--- src/hw/xcvr_ctrl_pkg.sv ---
// Package with register map, fields and timing constants of the controller
package xcvr_ctrl_pkg;

    // ------------------------------------------------------------
    // Register offsets (byte addresses on APB)
    // ------------------------------------------------------------
    localparam logic [7:0] REG_CTRL = 8'h00;
    localparam logic [7:0] REG_STATUS = 8'h04;
    localparam logic [7:0] REG_IRQ_STAT = 8'h08;
    localparam logic [7:0] REG_IRQ_MASK = 8'h0C;
    localparam logic [7:0] REG_TX_LIMIT = 8'h10;

    // ------------------------------------------------------------
    // Control register fields
    // ------------------------------------------------------------
    localparam int CTRL_MODE_LSB = 0;      // 2-bit requested mode
    localparam int CTRL_TX_BIT = 2;        // Transmit level, 1 = recessive
    localparam int CTRL_AUTO_WAKE = 3;     // Return to normal on wake
    localparam logic [3:0] CTRL_RESET = 4'h5; // Standby, tx recessive

    // ------------------------------------------------------------
    // Interrupt bit positions
    // ------------------------------------------------------------
    localparam int IRQ_WAKE = 0;           // Wake indication seen
    localparam int IRQ_TX_CUT = 1;         // Dominant hold cut short
    localparam int IRQ_BUS_DOM = 2;        // Bus went dominant
    localparam int IRQ_W = 3;

    // ------------------------------------------------------------
    // Timing
    // ------------------------------------------------------------
    localparam int CLK_PERIOD_NS = 10;
    localparam int DOM_TIMEOUT_US = 1200;  // Shortest device timeout
    localparam int MAX_DOM_BITS = 11;      // Longest legal dominant run
    // Dominant hold limit, equal to the device timeout in clock cycles
    localparam int DOM_LIMIT_CYCLES = (DOM_TIMEOUT_US * 1000) / CLK_PERIOD_NS;
    localparam int CNT_W = 24;

    // ------------------------------------------------------------
    // Modes
    // ------------------------------------------------------------
    typedef enum logic [1:0] {
        MODE_NORMAL = 2'b00,
        MODE_STANDBY = 2'b01,
        MODE_SHUTDOWN = 2'b10
    } mode_e;

    // Pin levels for a mode: {shutdown_select, standby_select}
    function automatic logic [1:0] mode_pins(input logic [1:0] m);
        case (m)
            MODE_NORMAL: mode_pins = 2'b00;
            MODE_SHUTDOWN: mode_pins = 2'b11;
            default: mode_pins = 2'b01;
        endcase
    endfunction

endpackage

--- src/hw/dom_guard_if.sv ---
// Interface between the controller core and the dominant-hold guard
`timescale 1ns/100ps
interface dom_guard_if;
    logic tx_req;      // Requested transmit level, 1 = recessive
    logic enable;      // Guard active only in normal mode
    logic [23:0] limit;
    logic tx_out;      // Level allowed onto the transmit line
    logic cut;         // One-cycle pulse when a hold was cut

    modport core (output tx_req, output enable, output limit,
                  input tx_out, input cut);
    modport guard (input tx_req, input enable, input limit,
                   output tx_out, output cut);
endinterface

--- src/hw/dom_guard.sv ---
// Guard that never holds the transmit line dominant beyond a limit
`timescale 1ns/100ps
module dom_guard
    import xcvr_ctrl_pkg::*;
(
    input wire logic clk,
    input wire logic resetn,
    dom_guard_if.guard g
);

    typedef struct packed {
        logic [CNT_W-1:0] count;
        logic blocked;
        logic tx_out;
        logic cut;
    } guard_s;

    guard_s st;
    guard_s next_st;

    // Count dominant time, force recessive when the limit is reached
    always_comb begin
        next_st = st;
        next_st.cut = 1'b0;
        if (!g.enable || g.tx_req) begin
            next_st.count = '0;
            next_st.blocked = 1'b0;          // Recessive request releases
            next_st.tx_out = 1'b1;
        end else if (st.blocked) begin
            next_st.tx_out = 1'b1;           // Wait for a recessive request
        end else if (st.count >= g.limit) begin
            next_st.blocked = 1'b1;
            next_st.tx_out = 1'b1;
            next_st.cut = 1'b1;
        end else begin
            next_st.count = st.count + 1'b1;
            next_st.tx_out = 1'b0;           // Low is dominant
        end
    end

    // State register
    always_ff @(posedge clk) begin
        if (!resetn) begin
            st <= '{count: '0, blocked: 1'b0, tx_out: 1'b1, cut: 1'b0};
        end else begin
            st <= next_st;
        end
    end

    assign g.tx_out = st.tx_out;
    assign g.cut = st.cut;

endmodule

--- src/hw/xcvr_ctrl.sv ---
// Host-side controller driving a CAN FD transceiver's mode and data pins
// Software sets the mode and transmit level through its own registers;
// a guard cuts any dominant hold at the count in REG_TX_LIMIT, which resets
// to one cycle short of the transceiver's timeout, and receive-line
// events raise a maskable interrupt.
`timescale 1ns/100ps
module xcvr_ctrl
    import xcvr_ctrl_pkg::*;
(
    input wire logic clk,
    input wire logic resetn,
    input wire logic psel,
    input wire logic penable,
    input wire logic pwrite,
    input wire logic [7:0] paddr,
    input wire logic [31:0] pwdata,
    output logic [31:0] prdata,
    output logic pready,
    output logic pslverr,
    output logic irq,
    output logic tx_line,
    input wire logic rx_line,
    output logic standby_select,
    output logic shutdown_select
);

    // ------------------------------------------------------------
    // State
    // ------------------------------------------------------------
    typedef struct packed {
        logic [1:0] mode;
        logic tx_level;
        logic auto_wake;
        logic [CNT_W-1:0] limit;
        logic [IRQ_W-1:0] irq_stat;
        logic [IRQ_W-1:0] irq_mask;
        logic rx_s1;
        logic rx_s2;
        logic rx_prev;
        logic [31:0] rdata;
        logic std_pin;
        logic shd_pin;
    } ctrl_s;

    ctrl_s st;
    ctrl_s next_st;
    dom_guard_if gi ();

    logic wr;
    logic rd;
    logic addr_ok;
    logic wake_seen;
    logic bus_fall;
    logic [IRQ_W-1:0] events;

    // ------------------------------------------------------------
    // Guard on the transmit line
    // ------------------------------------------------------------
    // At the reset limit, cutting the hold here, one cycle before the
    // transceiver's own timeout, keeps its driver from having to switch itself off
    dom_guard u_guard (
        .clk(clk),
        .resetn(resetn),
        .g(gi.guard)
    );

    // Guard follows the requested level only while in normal mode
    assign gi.tx_req = st.tx_level;
    assign gi.enable = (st.mode == MODE_NORMAL);
    assign gi.limit = st.limit;

    // ------------------------------------------------------------
    // APB decode
    // ------------------------------------------------------------
    // Zero wait states: every access phase lasts one cycle. Read data
    // is captured at the setup edge so that it stands on prdata for
    // the whole access phase.
    assign wr = psel && penable && pwrite;
    assign rd = psel && !penable && !pwrite;
    assign addr_ok = (paddr == REG_CTRL) || (paddr == REG_STATUS) ||
                     (paddr == REG_IRQ_STAT) || (paddr == REG_IRQ_MASK) ||
                     (paddr == REG_TX_LIMIT);
    assign pready = 1'b1;
    assign pslverr = psel && penable && !addr_ok;

    // Receive-line events; low on the receive line is dominant
    // The edge detector resets to the recessive level, so leaving reset
    // shows a falling edge only if the receive line is already dominant
    assign bus_fall = st.rx_prev && !st.rx_s2;
    // Falling receive line in standby mode is a wake indication
    assign wake_seen = bus_fall && (st.mode == MODE_STANDBY);
    // Bus edges count only in normal mode, where rx mirrors the bus
    assign events = {bus_fall && (st.mode == MODE_NORMAL), gi.cut, wake_seen};

    // ------------------------------------------------------------
    // Next state
    // ------------------------------------------------------------
    always_comb begin
        next_st = st;
        // Two-stage synchroniser on the receive pin
        next_st.rx_s1 = rx_line;
        next_st.rx_s2 = st.rx_s1;
        next_st.rx_prev = st.rx_s2;
        // Register writes
        if (wr) begin
            case (paddr)
                REG_CTRL: begin
                    // Mode, transmit level and auto wake form one word
                    next_st.mode = pwdata[CTRL_MODE_LSB +: 2];
                    next_st.tx_level = pwdata[CTRL_TX_BIT];
                    next_st.auto_wake = pwdata[CTRL_AUTO_WAKE];
                end
                REG_IRQ_STAT: begin
                    next_st.irq_stat = st.irq_stat & ~pwdata[IRQ_W-1:0];
                end
                REG_IRQ_MASK: begin
                    next_st.irq_mask = pwdata[IRQ_W-1:0];
                end
                REG_TX_LIMIT: begin
                    // Zero cuts every dominant request before the pin
                    next_st.limit = pwdata[CNT_W-1:0];
                end
                default: begin
                end
            endcase
        end
        // Invalid mode code falls back to standby
        // Standby is the safe choice, as it keeps the driver off
        if (next_st.mode == 2'b11) begin
            next_st.mode = MODE_STANDBY;
        end
        // Set wins over a clear in the same cycle
        // A W1C write racing an event must not lose the event
        next_st.irq_stat = next_st.irq_stat | events;
        // Return to normal after wake when enabled
        // Off after reset, so software decides when to leave standby
        if (wake_seen && st.auto_wake) begin
            next_st.mode = MODE_NORMAL;
        end
        // Pins driven every cycle; shutdown wins
        {next_st.shd_pin, next_st.std_pin} =
            mode_pins(next_st.mode);
        // Read data, captured in the setup cycle
        next_st.rdata = 32'h0000_0000;
        if (rd) begin
            case (paddr)
                REG_CTRL: begin
                    next_st.rdata = {28'h000_0000, st.auto_wake,
                                     st.tx_level, st.mode};
                end
                REG_STATUS: begin
                    // Bit 3 shows the one-cycle cut pulse, mostly for polling
                    next_st.rdata = {28'h000_0000, gi.cut, st.rx_s2,
                                     gi.tx_out, st.mode == MODE_NORMAL};
                end
                REG_IRQ_STAT: begin
                    next_st.rdata = {29'h0000_0000, st.irq_stat};
                end
                REG_IRQ_MASK: begin
                    next_st.rdata = {29'h0000_0000, st.irq_mask};
                end
                REG_TX_LIMIT: begin
                    next_st.rdata = {8'h00, st.limit};
                end
                default: begin
                end
            endcase
        end
    end

    // ------------------------------------------------------------
    // Registers
    // ------------------------------------------------------------
    // Reset leaves standby selected and the transmit line recessive,
    // the same levels the transceiver's own pin bias would give
    always_ff @(posedge clk) begin
        if (!resetn) begin
            st.mode <= CTRL_RESET[CTRL_MODE_LSB +: 2];
            st.tx_level <= CTRL_RESET[CTRL_TX_BIT];
            st.auto_wake <= CTRL_RESET[CTRL_AUTO_WAKE];
            st.limit <= CNT_W'(DOM_LIMIT_CYCLES - 1);
            st.irq_stat <= '0;
            st.irq_mask <= '0;
            st.rx_s1 <= 1'b1;
            st.rx_s2 <= 1'b1;
            st.rx_prev <= 1'b1;
            st.rdata <= 32'h0000_0000;
            st.std_pin <= 1'b1;
            st.shd_pin <= 1'b0;
        end else begin
            st <= next_st;
        end
    end

    // Outputs
    assign prdata = st.rdata;
    // Level interrupt, high until software clears or masks the cause
    assign irq = |(st.irq_stat & st.irq_mask);
    assign tx_line = gi.tx_out;
    assign standby_select = st.std_pin;
    assign shutdown_select = st.shd_pin;

endmodule

--- config.mk ---
export PLATFORM = sky130hd
export DESIGN_NAME = xcvr_ctrl
export DESIGN_NICKNAME = d
export VERILOG_FILES = /design/src/hw/xcvr_ctrl_pkg.sv /design/src/hw/dom_guard_if.sv /design/src/hw/dom_guard.sv /design/src/hw/xcvr_ctrl.sv
export SDC_FILE = /design/constraint.sdc
export NUM_CORES = 1
export LEC_CHECK = 0
export BUFFER_PORTS_ARGS = -buffer_cell sky130_fd_sc_hd__clkbuf_2
export CORE_ASPECT_RATIO = 1.1
export CORE_MARGIN = 2
export CORE_UTILIZATION = 30
export CTS_CLUSTER_DIAMETER = 60
export DETAILED_ROUTE_END_ITERATION = 10
export SETUP_SLACK_MARGIN = 0.05
export SLEW_MARGIN = 40
export SYNTH_ARGS = -nofsm -noshare
export SYNTH_HDL_FRONTEND = slang
export SYNTH_HIERARCHICAL = 1
export SYNTH_SLANG_ARGS = --single-unit
--- constraint.sdc ---
create_clock -name clk -period 2.6 [get_ports clk]
set_input_delay 0.26 -clock clk [delete_from_list [all_inputs] [get_ports clk]]
set_output_delay 0.26 -clock clk [all_outputs]
set_load 0.005 [all_outputs]
* Word-level counts from Yosys, hierarchy flattened
Cells that the tools add are included.
** Storage, ports and cells
- Register bits :: 98
- Bits of input ports :: 46
- Output and inout port bits :: 38
- Logic and storage cells :: 73
** Cells by class
- Add/sub/neg operators :: 1
- Order comparisons :: 1
- Eq/ne operators :: 7
- Multiplexer cells :: 11
- Bitwise gates (word level) :: 7
- Reduce and logical (&&, ||, !) cells :: 30
** Operator list (number)
- $pmux W24 S5 :: 1
- $mux W34 :: 1
- $add A24 B1 Y24 const B :: 1
- $ge A24 B24 Y1 :: 1
- $mux W24 :: 1
- $eq A8 B4 Y1 const B :: 2
- $reduce_and A2 Y1 :: 5
- $logic_and A1 B1 Y1 :: 9
- $eq A8 B3 Y1 const B :: 1
- $eq A8 B5 Y1 const B :: 1
- $logic_not A8 Y1 :: 1
- $and A3 B3 Y3 :: 2
- $mux W3 :: 2
- $reduce_or A3 Y1 :: 2
- $logic_not A1 Y1 :: 5
- $logic_or A1 B1 Y1 :: 5
- $eq A2 B2 Y1 const B :: 2
- $logic_not A2 Y1 :: 2
- $mux W2 :: 2
- $mux W4 :: 1
- $pmux W2 S2 :: 1
- $not A1 Y1 :: 3
- $not A3 Y3 :: 1
- $or A3 B3 Y3 :: 1
- other kinds (3) :: 4

* Depth between registers and ports, before layout
Gate-level depths: netlist (run 1).
- Word-level depth :: 9
- Depth in mapped cells :: 10
- Mapped depth without buffers :: 8

* Cells and area by module
The synthesis (run 1) kept the hierarchy.
** Modules (own cells, without submodules)
- xcvr_ctrl :: times used 1, cells an instance 270, area each 2600.0 sq um
- dom_guard :: times used 1, cells an instance 237, area each 1899.3 sq um

* Worst setup path before layout (run 1)
Ideal clock, no wire load.
- Path kind :: register to register
- Start point :: reg u_guard/st[3] (netlist name)
- End point :: reg u_guard/st[15] (netlist name)
- Arrival :: 2466 ps
- Setup slack :: 64 ps
- Cell stages (with the launch flop) :: 10
- Buffers on the path :: 1
- Period minus slack after synthesis :: 2536 ps
- Cell sequence :: dfxtp_1 > inv_1 > ha_1 > nand2b_1 > a2111oi_0 > o31ai_1 > a211o_4 > buf_6 > or4_1 > a21oi_1
** Between the ends
- Word-level cells in the longest chain between the ends :: 3
** Ends and longest elaborated chain
- start, declared :: RTL line dom_guard.sv:18 : guard_s st;
- start signal, assigned :: RTL line dom_guard.sv:44 : st <= '{count: '0, blocked: 1'b0, tx_out: 1'b1, cut: 1'b0};
- start signal, assigned :: RTL line dom_guard.sv:46 : st <= next_st;
- $ge A24 B24 Y1 :: RTL line dom_guard.sv:31 : end else if (st.count >= g.limit) begin
- $not A1 Y1 (no line)
- $reduce_and A2 Y1 (no line)
Parallel ways exist; a longest one is shown, timed or not.
A chain may end at the register's enable or synchronous reset.

* Worst setup path in the final report (run 1)
- Start point :: reg gi.limit[19] (netlist name)
- End point :: reg u_guard/st[12] (netlist name)
** Between the ends
- Word-level cells in the longest chain between the ends :: 3
** Ends and longest elaborated chain (RTL line)
- $ge A24 B24 Y1 :: dom_guard.sv:31
- $not A1 Y1 (no line)
- $reduce_and A2 Y1 (no line)
Every way passes these cells.

==> flow_metrics.py, run 1 <==
metrics = {
    "detailed_routing": {
        "via_count": 3747,
        "post_drt_via_cell_ratio": 4.860,
        "routedWlPerCell_um": 13.45,
        "drt_first_iter_violations": 194,
        "first_pass_iters": 5,
        "ant_nets": 0,
        "post-route-drc-count": 0,
        "wirelength_mm": 10.37,
    },
    "die": {
        "rows": 46,
        "die_area_um2": 15990,
        "die_x_um": 120.8,
        "core_um2": 14560,
        "chipHeight_um": 132.4,
        "start_util_pct": 30.90,
        "ioPinCount": 84,
    },
    "pwr": {
        "ir_drop_mv": 0.2251,
        "p_switching_mw": 0.6115,
        "power_frac_comb_pct": 3.5,
        "power.leakage_nw": 2.455,
        "seqPwrFrac_pct": 50.9,
        "internal_power_mw": 2.103,
        "total_power_mw": 2.715,
        "power.density_nw_per_um2": 481.0,
        "sw_frac_of_total_pct": 22.52,
        "pwr-share-clk_pct": 45.6,
    },
    "global_routing": {
        "grt_overflow_total": 0,
        "grt_start_max_net_pins": 37,
        "grtUsageTotal_pct": 12.94,
        "grt_pass1_vias": 3585,
        "antenna_found_initial": 0,
        "grt_pass1_wl_mm": 17.09,
    },
    "synthesis": {
        "ys_ff_latch": 90,
        "syn_area_um2": 4499,
        "yosysSeqAreaShare_pct": 40.04,
        "synthCells": 507,
        "synth_area_per_cell_um2": 8.874,
        "synth-edff-count": 0,
        "async_flop_share_pct": 0,
        "yosys_warnings": 6,
        "ys_types": 64,
        "synth_ff_type": "dfxtp_1",
    },
    "setup_path": {
        "cp-end-kind": "flip-flop",
        "critPathMaxFanout": 4,
        "rr_startpoint": "gi.limit[19]",
        "r2r_cells": 9,
        "crit_path_max_incr_delay_ns": 0.58,
        "r2r_end": "u_guard/st[12]",
        "worstSetupPathType": "reg2reg",
        "cp.required_ns": 2.87,
        "rrSetupSlack_ns": 0.04,
        "cp_slowest_cell": "or4_4",
        "worstPathArrival_ns": 2.84,
        "path_cells": "inv_2 -> ha_4 -> a21oi_4 -> o21bai_2 -> or4_4 -> buf_6 -> a2111oi_4 -> or4b_4 -> a21oi_2",
        "crit_path_start_kind": "flip-flop",
    },
    "clock_network": {
        "cts.sinks": 90,
        "cts-root-buf": "clkbuf_16",
        "htree_levels": 3,
        "clk_pin_slew_ns": 0.07,
        "cts_tree": "done",
        "cts_hold_buf": 0,
        "cts_buffers": 9,
        "clock_latency_ns": 0.34,
        "clock_path_buffers": 2,
    },
    "sta": {
        "slew_viol_final": 0,
        "worst_pin_slew_ns": 0.5389,
        "setup_ws_ns": 0.03648,
        "rsz0062_at_grt": "yes",
        "fin_crit_ns": 2.564,
        "setup_viol": 0,
        "hold_violations": 0,
        "slew_headroom_pct": 64.07,
        "period_share_pct": 98.60,
        "skew_ns": 0.007803,
        "timing.hold.ws_ns": 0.09807,
        "max_freq_mhz": 390.1,
    },
    "placement": {
        "gp_congestion": 0.8321,
        "port_buffers": 66,
        "place_inst": 742,
        "preCtsSetupSlack_ns": -0.1126,
        "place_hpwl_mm": 7.330,
    },
    "min_path": {
        "hold_path_depth": 2,
        "hp-start": "rx_line",
        "hold_class": "in2reg",
        "hold-path-endpoint": "next_st[35]",
    },
    "cells_and_area": {
        "drive_gt1_share_pct": 30.92,
        "final_cells": 771,
        "layout_common_cells": "74 x dfxtp_1, 66 x clkbuf_2, 50 x nand2_1",
        "syn2layout_area_growth_pct": 25.44,
        "fillerInstances": 1416,
        "layout.cells.most_common": "dfxtp_1",
        "fin_nets": 645,
        "diodes": 0,
    },
    "job": {
        "drv_cap": 0,
    },
    "run_status": {
        "status": "completed",
    },
}
==> worst max-delay path by stage <==
stage / start / to / cells after the start
floorplan: u_guard/st[3] / u_guard/st[15] / 9
global placement: gi.limit[21] / u_guard/st[12] / 9
detailed placement: gi.limit[21] / u_guard/st[4] / 10
CTS: gi.limit[19] / u_guard/st[12] / 9
global route: gi.limit[18] / u_guard/st[12] / 9
finish: gi.limit[19] / u_guard/st[12] / 9
==> state kept, by name, summed over array words and instances (netlist names) <==
signal and cells:
u_guard/st 25, gi.limit 24, prdata 24, st 10, next_st 2, gi.tx_req 1
shutdown_select 1, standby_select 1, u_guard/g.cut 1, u_guard/g.tx_out 1
==> synth_stat cells, drive strengths merged, types with 5 or more instances <==
cell	number	area (um2)
dfxtp	90	1802
nand2	51	191.4
buf	42	299.0
inv	32	120.1
a21oi	31	155.2
o21ai	28	140.1
nand3	26	142.6
and2	25	156.4
ha	25	312.8
mux2i	25	250.2
clkbuf	15	56.30
or4	14	108.9
o31ai	13	97.59
nor2	12	45.04
nand4	8	56.30
nor3	7	46.30
or3	5	31.28
==> critical path: cells and delay by family, from the launching register on <==
family / cells / cell delay (ns)
adders and majority gates: 1 / 0.22
and+or+nand+nor: 2 / 1.08
buffers and inverters: 2 / 0.19
AOI/OAI and AO/OA: 4 / 0.64
DFF: 1 / 0.35
==> per-stage QoR <==
stage,TNS (ns),instance area [um2],utilization [%]
after global routing,-0.07915,5644,38.76
after floorplan,0,4526,-
after CTS,0,5466,37.54
final,0,5644,38.76
after global placement,-0.08639,4943,33.95
after detailed placement,-1.385,4943,33.95
==> cells by family (layout without fill, tap and decap cells) <==
logic type,count (synthesis),in the layout,synth area share [%]
XOR/XNOR,1,1,0.1947
flip-flops,90,90,40.04
buffers and inverters,89,152,10.57
AND/OR/NAND/NOR,178,178,22.72
adder cells (fa/ha/maj),25,25,6.952
multiplexers,26,26,5.812
other,2,9,0.1669
AO/OA/AOI/OAI,96,98,13.54
==> layer usage <==
metal	routed length, um	share of wire [%]	vias to the layer above	global-route usage, %
li1	-	-	1886	-
met1	4767	46	1763	16.52
met2	5094	49	86	22.35
met3	364	3.5	12	1.638
met4	145	1.4	0	4.457
met5	0	0	-	0
==> what timing repair did <==
item / in CTS / in global routing
pin swaps: 12 / 28
buffers inserted: 6 / 5
gates cloned: 2 / 0
endpoints found under the setup margin: 23 / 23
resized for setup: 35 / 27
==> layout make-up <==
cell class,instances,area (um2),share of cell area [%]
clock inverter,6,48.80,0.8646
timing repair buffer,104,643.1,11.39
sequential,90,1822,32.28
inverter,32,120.1,2.128
multi-input combinational,337,2531,44.85
clock buffer,10,239.0,4.234
tap,192,240.2,4.256
==> power groups by stage <==
stage	sequential, mW	combinational (mW)	clock, mW
after floorplan	1.41	0.0580	0
after global placement	1.41	0.0921	0
after detailed placement	1.41	0.0937	0
after CTS	1.38	0.0943	1.27
after global routing	1.38	0.106	1.33
final	1.38	0.0946	1.24
Power figures use the tool's default switching activity.
==> inputs of run 2 (changes only) <==
- CORE_UTILIZATION: 30 -> 50
- PLACE_DENSITY: default -> 0.76
==> run 2 against run 1 <==
Net effect: wire length rose by 3.1%; combinational power fell by 2%; via count rose by 2.7%; final area fell by 4.6%; die area fell by 39%; critical path type unchanged; register-to-register slack got worse by 0.03 ns; worst setup slack got worse by 0.030 ns; critical endpoint is now u_guard/st[18].
==> flow_metrics.py, run 2 (same netlist as run 1, synthesis figures left out) <==
metrics = {
    "clock_network": {
        "clk_pin_slew_ns": 0.09,
        "clock_latency_ns": 0.37,
        "cts-root-buf": "clkbuf_8",
        "clock_path_buffers": 2,
        "cts_hold_buf": 0,
        "htree_levels": 3,
        "cts_tree": "done",
        "cts.sinks": 90,
        "cts_buffers": 9,
    },
    "setup_path": {
        "cp-end-kind": "flip-flop",
        "critPathMaxFanout": 8,
        "cp.required_ns": 2.89,
        "r2r_cells": 8,
        "setup.worst_path.end": "u_guard/st[18]",
        "worstPathArrival_ns": 2.88,
        "rr_startpoint": "gi.limit[19]",
        "worstSetupPathType": "reg2reg",
        "r2r_end": "u_guard/st[18]",
        "cp-startpoint": "gi.limit[19]",
        "rrSetupSlack_ns": 0.006,
        "crit_path_start_kind": "flip-flop",
    },
    "die": {
        "ioPinCount": 84,
        "rows": 36,
        "start_util_pct": 51.23,
        "die_x_um": 94.45,
        "core_um2": 8783,
        "die_area_um2": 9774,
        "chipHeight_um": 103.5,
    },
    "sta": {
        "rsz0062_at_grt": "yes",
        "period_share_pct": 99.76,
        "fin_crit_ns": 2.594,
        "slew_headroom_pct": 57.01,
        "setup_tns_ns": 0,
        "skew_ns": 0.01037,
        "slew_viol_final": 0,
        "setup_viol": 0,
        "max_freq_mhz": 385.5,
        "worst_pin_slew_ns": 0.6448,
        "hold_violations": 0,
    },
    "global_routing": {
        "grt_overflow_total": 0,
        "antenna_found_initial": 0,
        "grt_start_max_net_pins": 50,
        "grt_pass1_wl_mm": 15.86,
        "grtUsageTotal_pct": 20.61,
        "grt_pass1_vias": 3524,
    },
    "placement": {
        "gp_congestion": 0.9068,
        "place_hpwl_mm": 6.925,
        "port_buffers": 66,
        "placed_cell_area_um2": 4786,
    },
    "job": {
        "drv_cap": 0,
    },
    "cells_and_area": {
        "diodes": 0,
        "fin_nets": 629,
        "largest_reg_flops": 25,
        "layout.cells.most_common": "dfxtp_1",
        "layout_common_cells": "75 x dfxtp_1, 66 x clkbuf_2, 50 x nand2_1",
        "regArea_um2": 1821,
        "post-route-cell-area_um2": 5386,
        "largest-register": "u_guard/st",
        "drive_gt1_share_pct": 30.37,
        "fillerInstances": 695,
        "syn2layout_area_growth_pct": 19.72,
        "multi_input_area_um2": 2550,
    },
    "pwr": {
        "power.leakage_nw": 2.359,
        "total_power_mw": 2.648,
        "ir_drop_mv": 0.3157,
        "power.density_nw_per_um2": 491.5,
    },
    "detailed_routing": {
        "first_pass_iters": 4,
        "post-route-drc-count": 0,
        "via_count": 3850,
        "ant_nets": 0,
        "drt_first_iter_violations": 275,
        "post_drt_via_cell_ratio": 5.687,
        "wirelength_mm": 10.70,
        "routedWlPerCell_um": 15.80,
    },
    "run_status": {
        "status": "completed",
    },
    "min_path": {
        "hold_class": "in2reg",
    },
}
==> run 2: changes by cell type in the layout (fill, tap and decap cells not counted), moves of 9 or more <==
cell,before,now
buf_4,34,20
clkbuf_8,1,10
clkbuf_16,9,0
a21oi_2,2,12
a21oi_1,28,19
==> run 2: cell type report <==
class / instances / share of cell area (%)
well taps: 114 / 2.648
flip-flops and latches: 90 / 33.80
repair buffers: 88 / 9.338
clock buffers: 10 / 2.555
inverters: 32 / 2.230
multi-input cells: 337 / 47.34
clock inverters: 6 / 2.091
==> run 2: repair_timing <==
| item | 4_1_cts | 5_1_grt |
|---|---|---|
| pin swaps | 12 | 24 |
| gates resized for setup | 21 | 44 |
| setup endpoints to repair | 22 | 24 |
| gates cloned | 2 | 0 |
| buffers inserted | 1 | 2 |
==> run 2: routing by layer <==
| metal | share of wire, % | vias up | GRT usage, % | wire length [um] |
|---|---|---|---|---|
| li1 | - | 1857 | - | - |
| met1 | 43 | 1853 | 26.45 | 4650 |
| met2 | 49 | 117 | 33.52 | 5219 |
| met3 | 5.3 | 23 | 4.130 | 571 |
| met4 | 2.4 | 0 | 9.810 | 253 |
| met5 | 0 | - | 0 | 0 |
==> run 2: worst max-delay path, stage by stage, from the launching register on <==
cell,delay (ns)
dfxtp_2,0.36
inv_2,0.05
ha_4,0.22
a21oi_2,0.15
o21bai_2,0.10
or4_4,0.57
a211o_4,0.40
or4_1,0.55
a21oi_2,0.14
==> run 2: report_power, final <==
group	switching [mW]	internal, mW
sequential	0.00194	1.38
combinational	0.0522	0.0408
clock	0.505	0.668
total	0.559	2.09
==> run 2: metrics by stage <==
step / util [%] / setup WS, ns / std cells / hold slack, ns
floorplan: - / 0.06389 / 514 / 0.3612
global placement: 54.49 / -0.02637 / 656 / 0.3948
detailed placement: 54.49 / -0.07101 / 656 / 0.3994
CTS: 58.69 / 0.02104 / 675 / 0.07794
global route: 61.32 / -0.06222 / 677 / 0.07643
finish: 61.32 / 0.006169 / 677 / 0.08188
==> run 2: worst min-delay path by stage <==
stage / end / cells past startpoint / startpoint
floorplan: st[40] / 1 / pwdata[0]
global placement: next_st[34] / 1 / next_st[35]
detailed placement: next_st[34] / 1 / next_st[35]
CTS: next_st[35] / 2 / rx_line
global route: next_st[35] / 2 / rx_line
finish: next_st[35] / 2 / rx_line
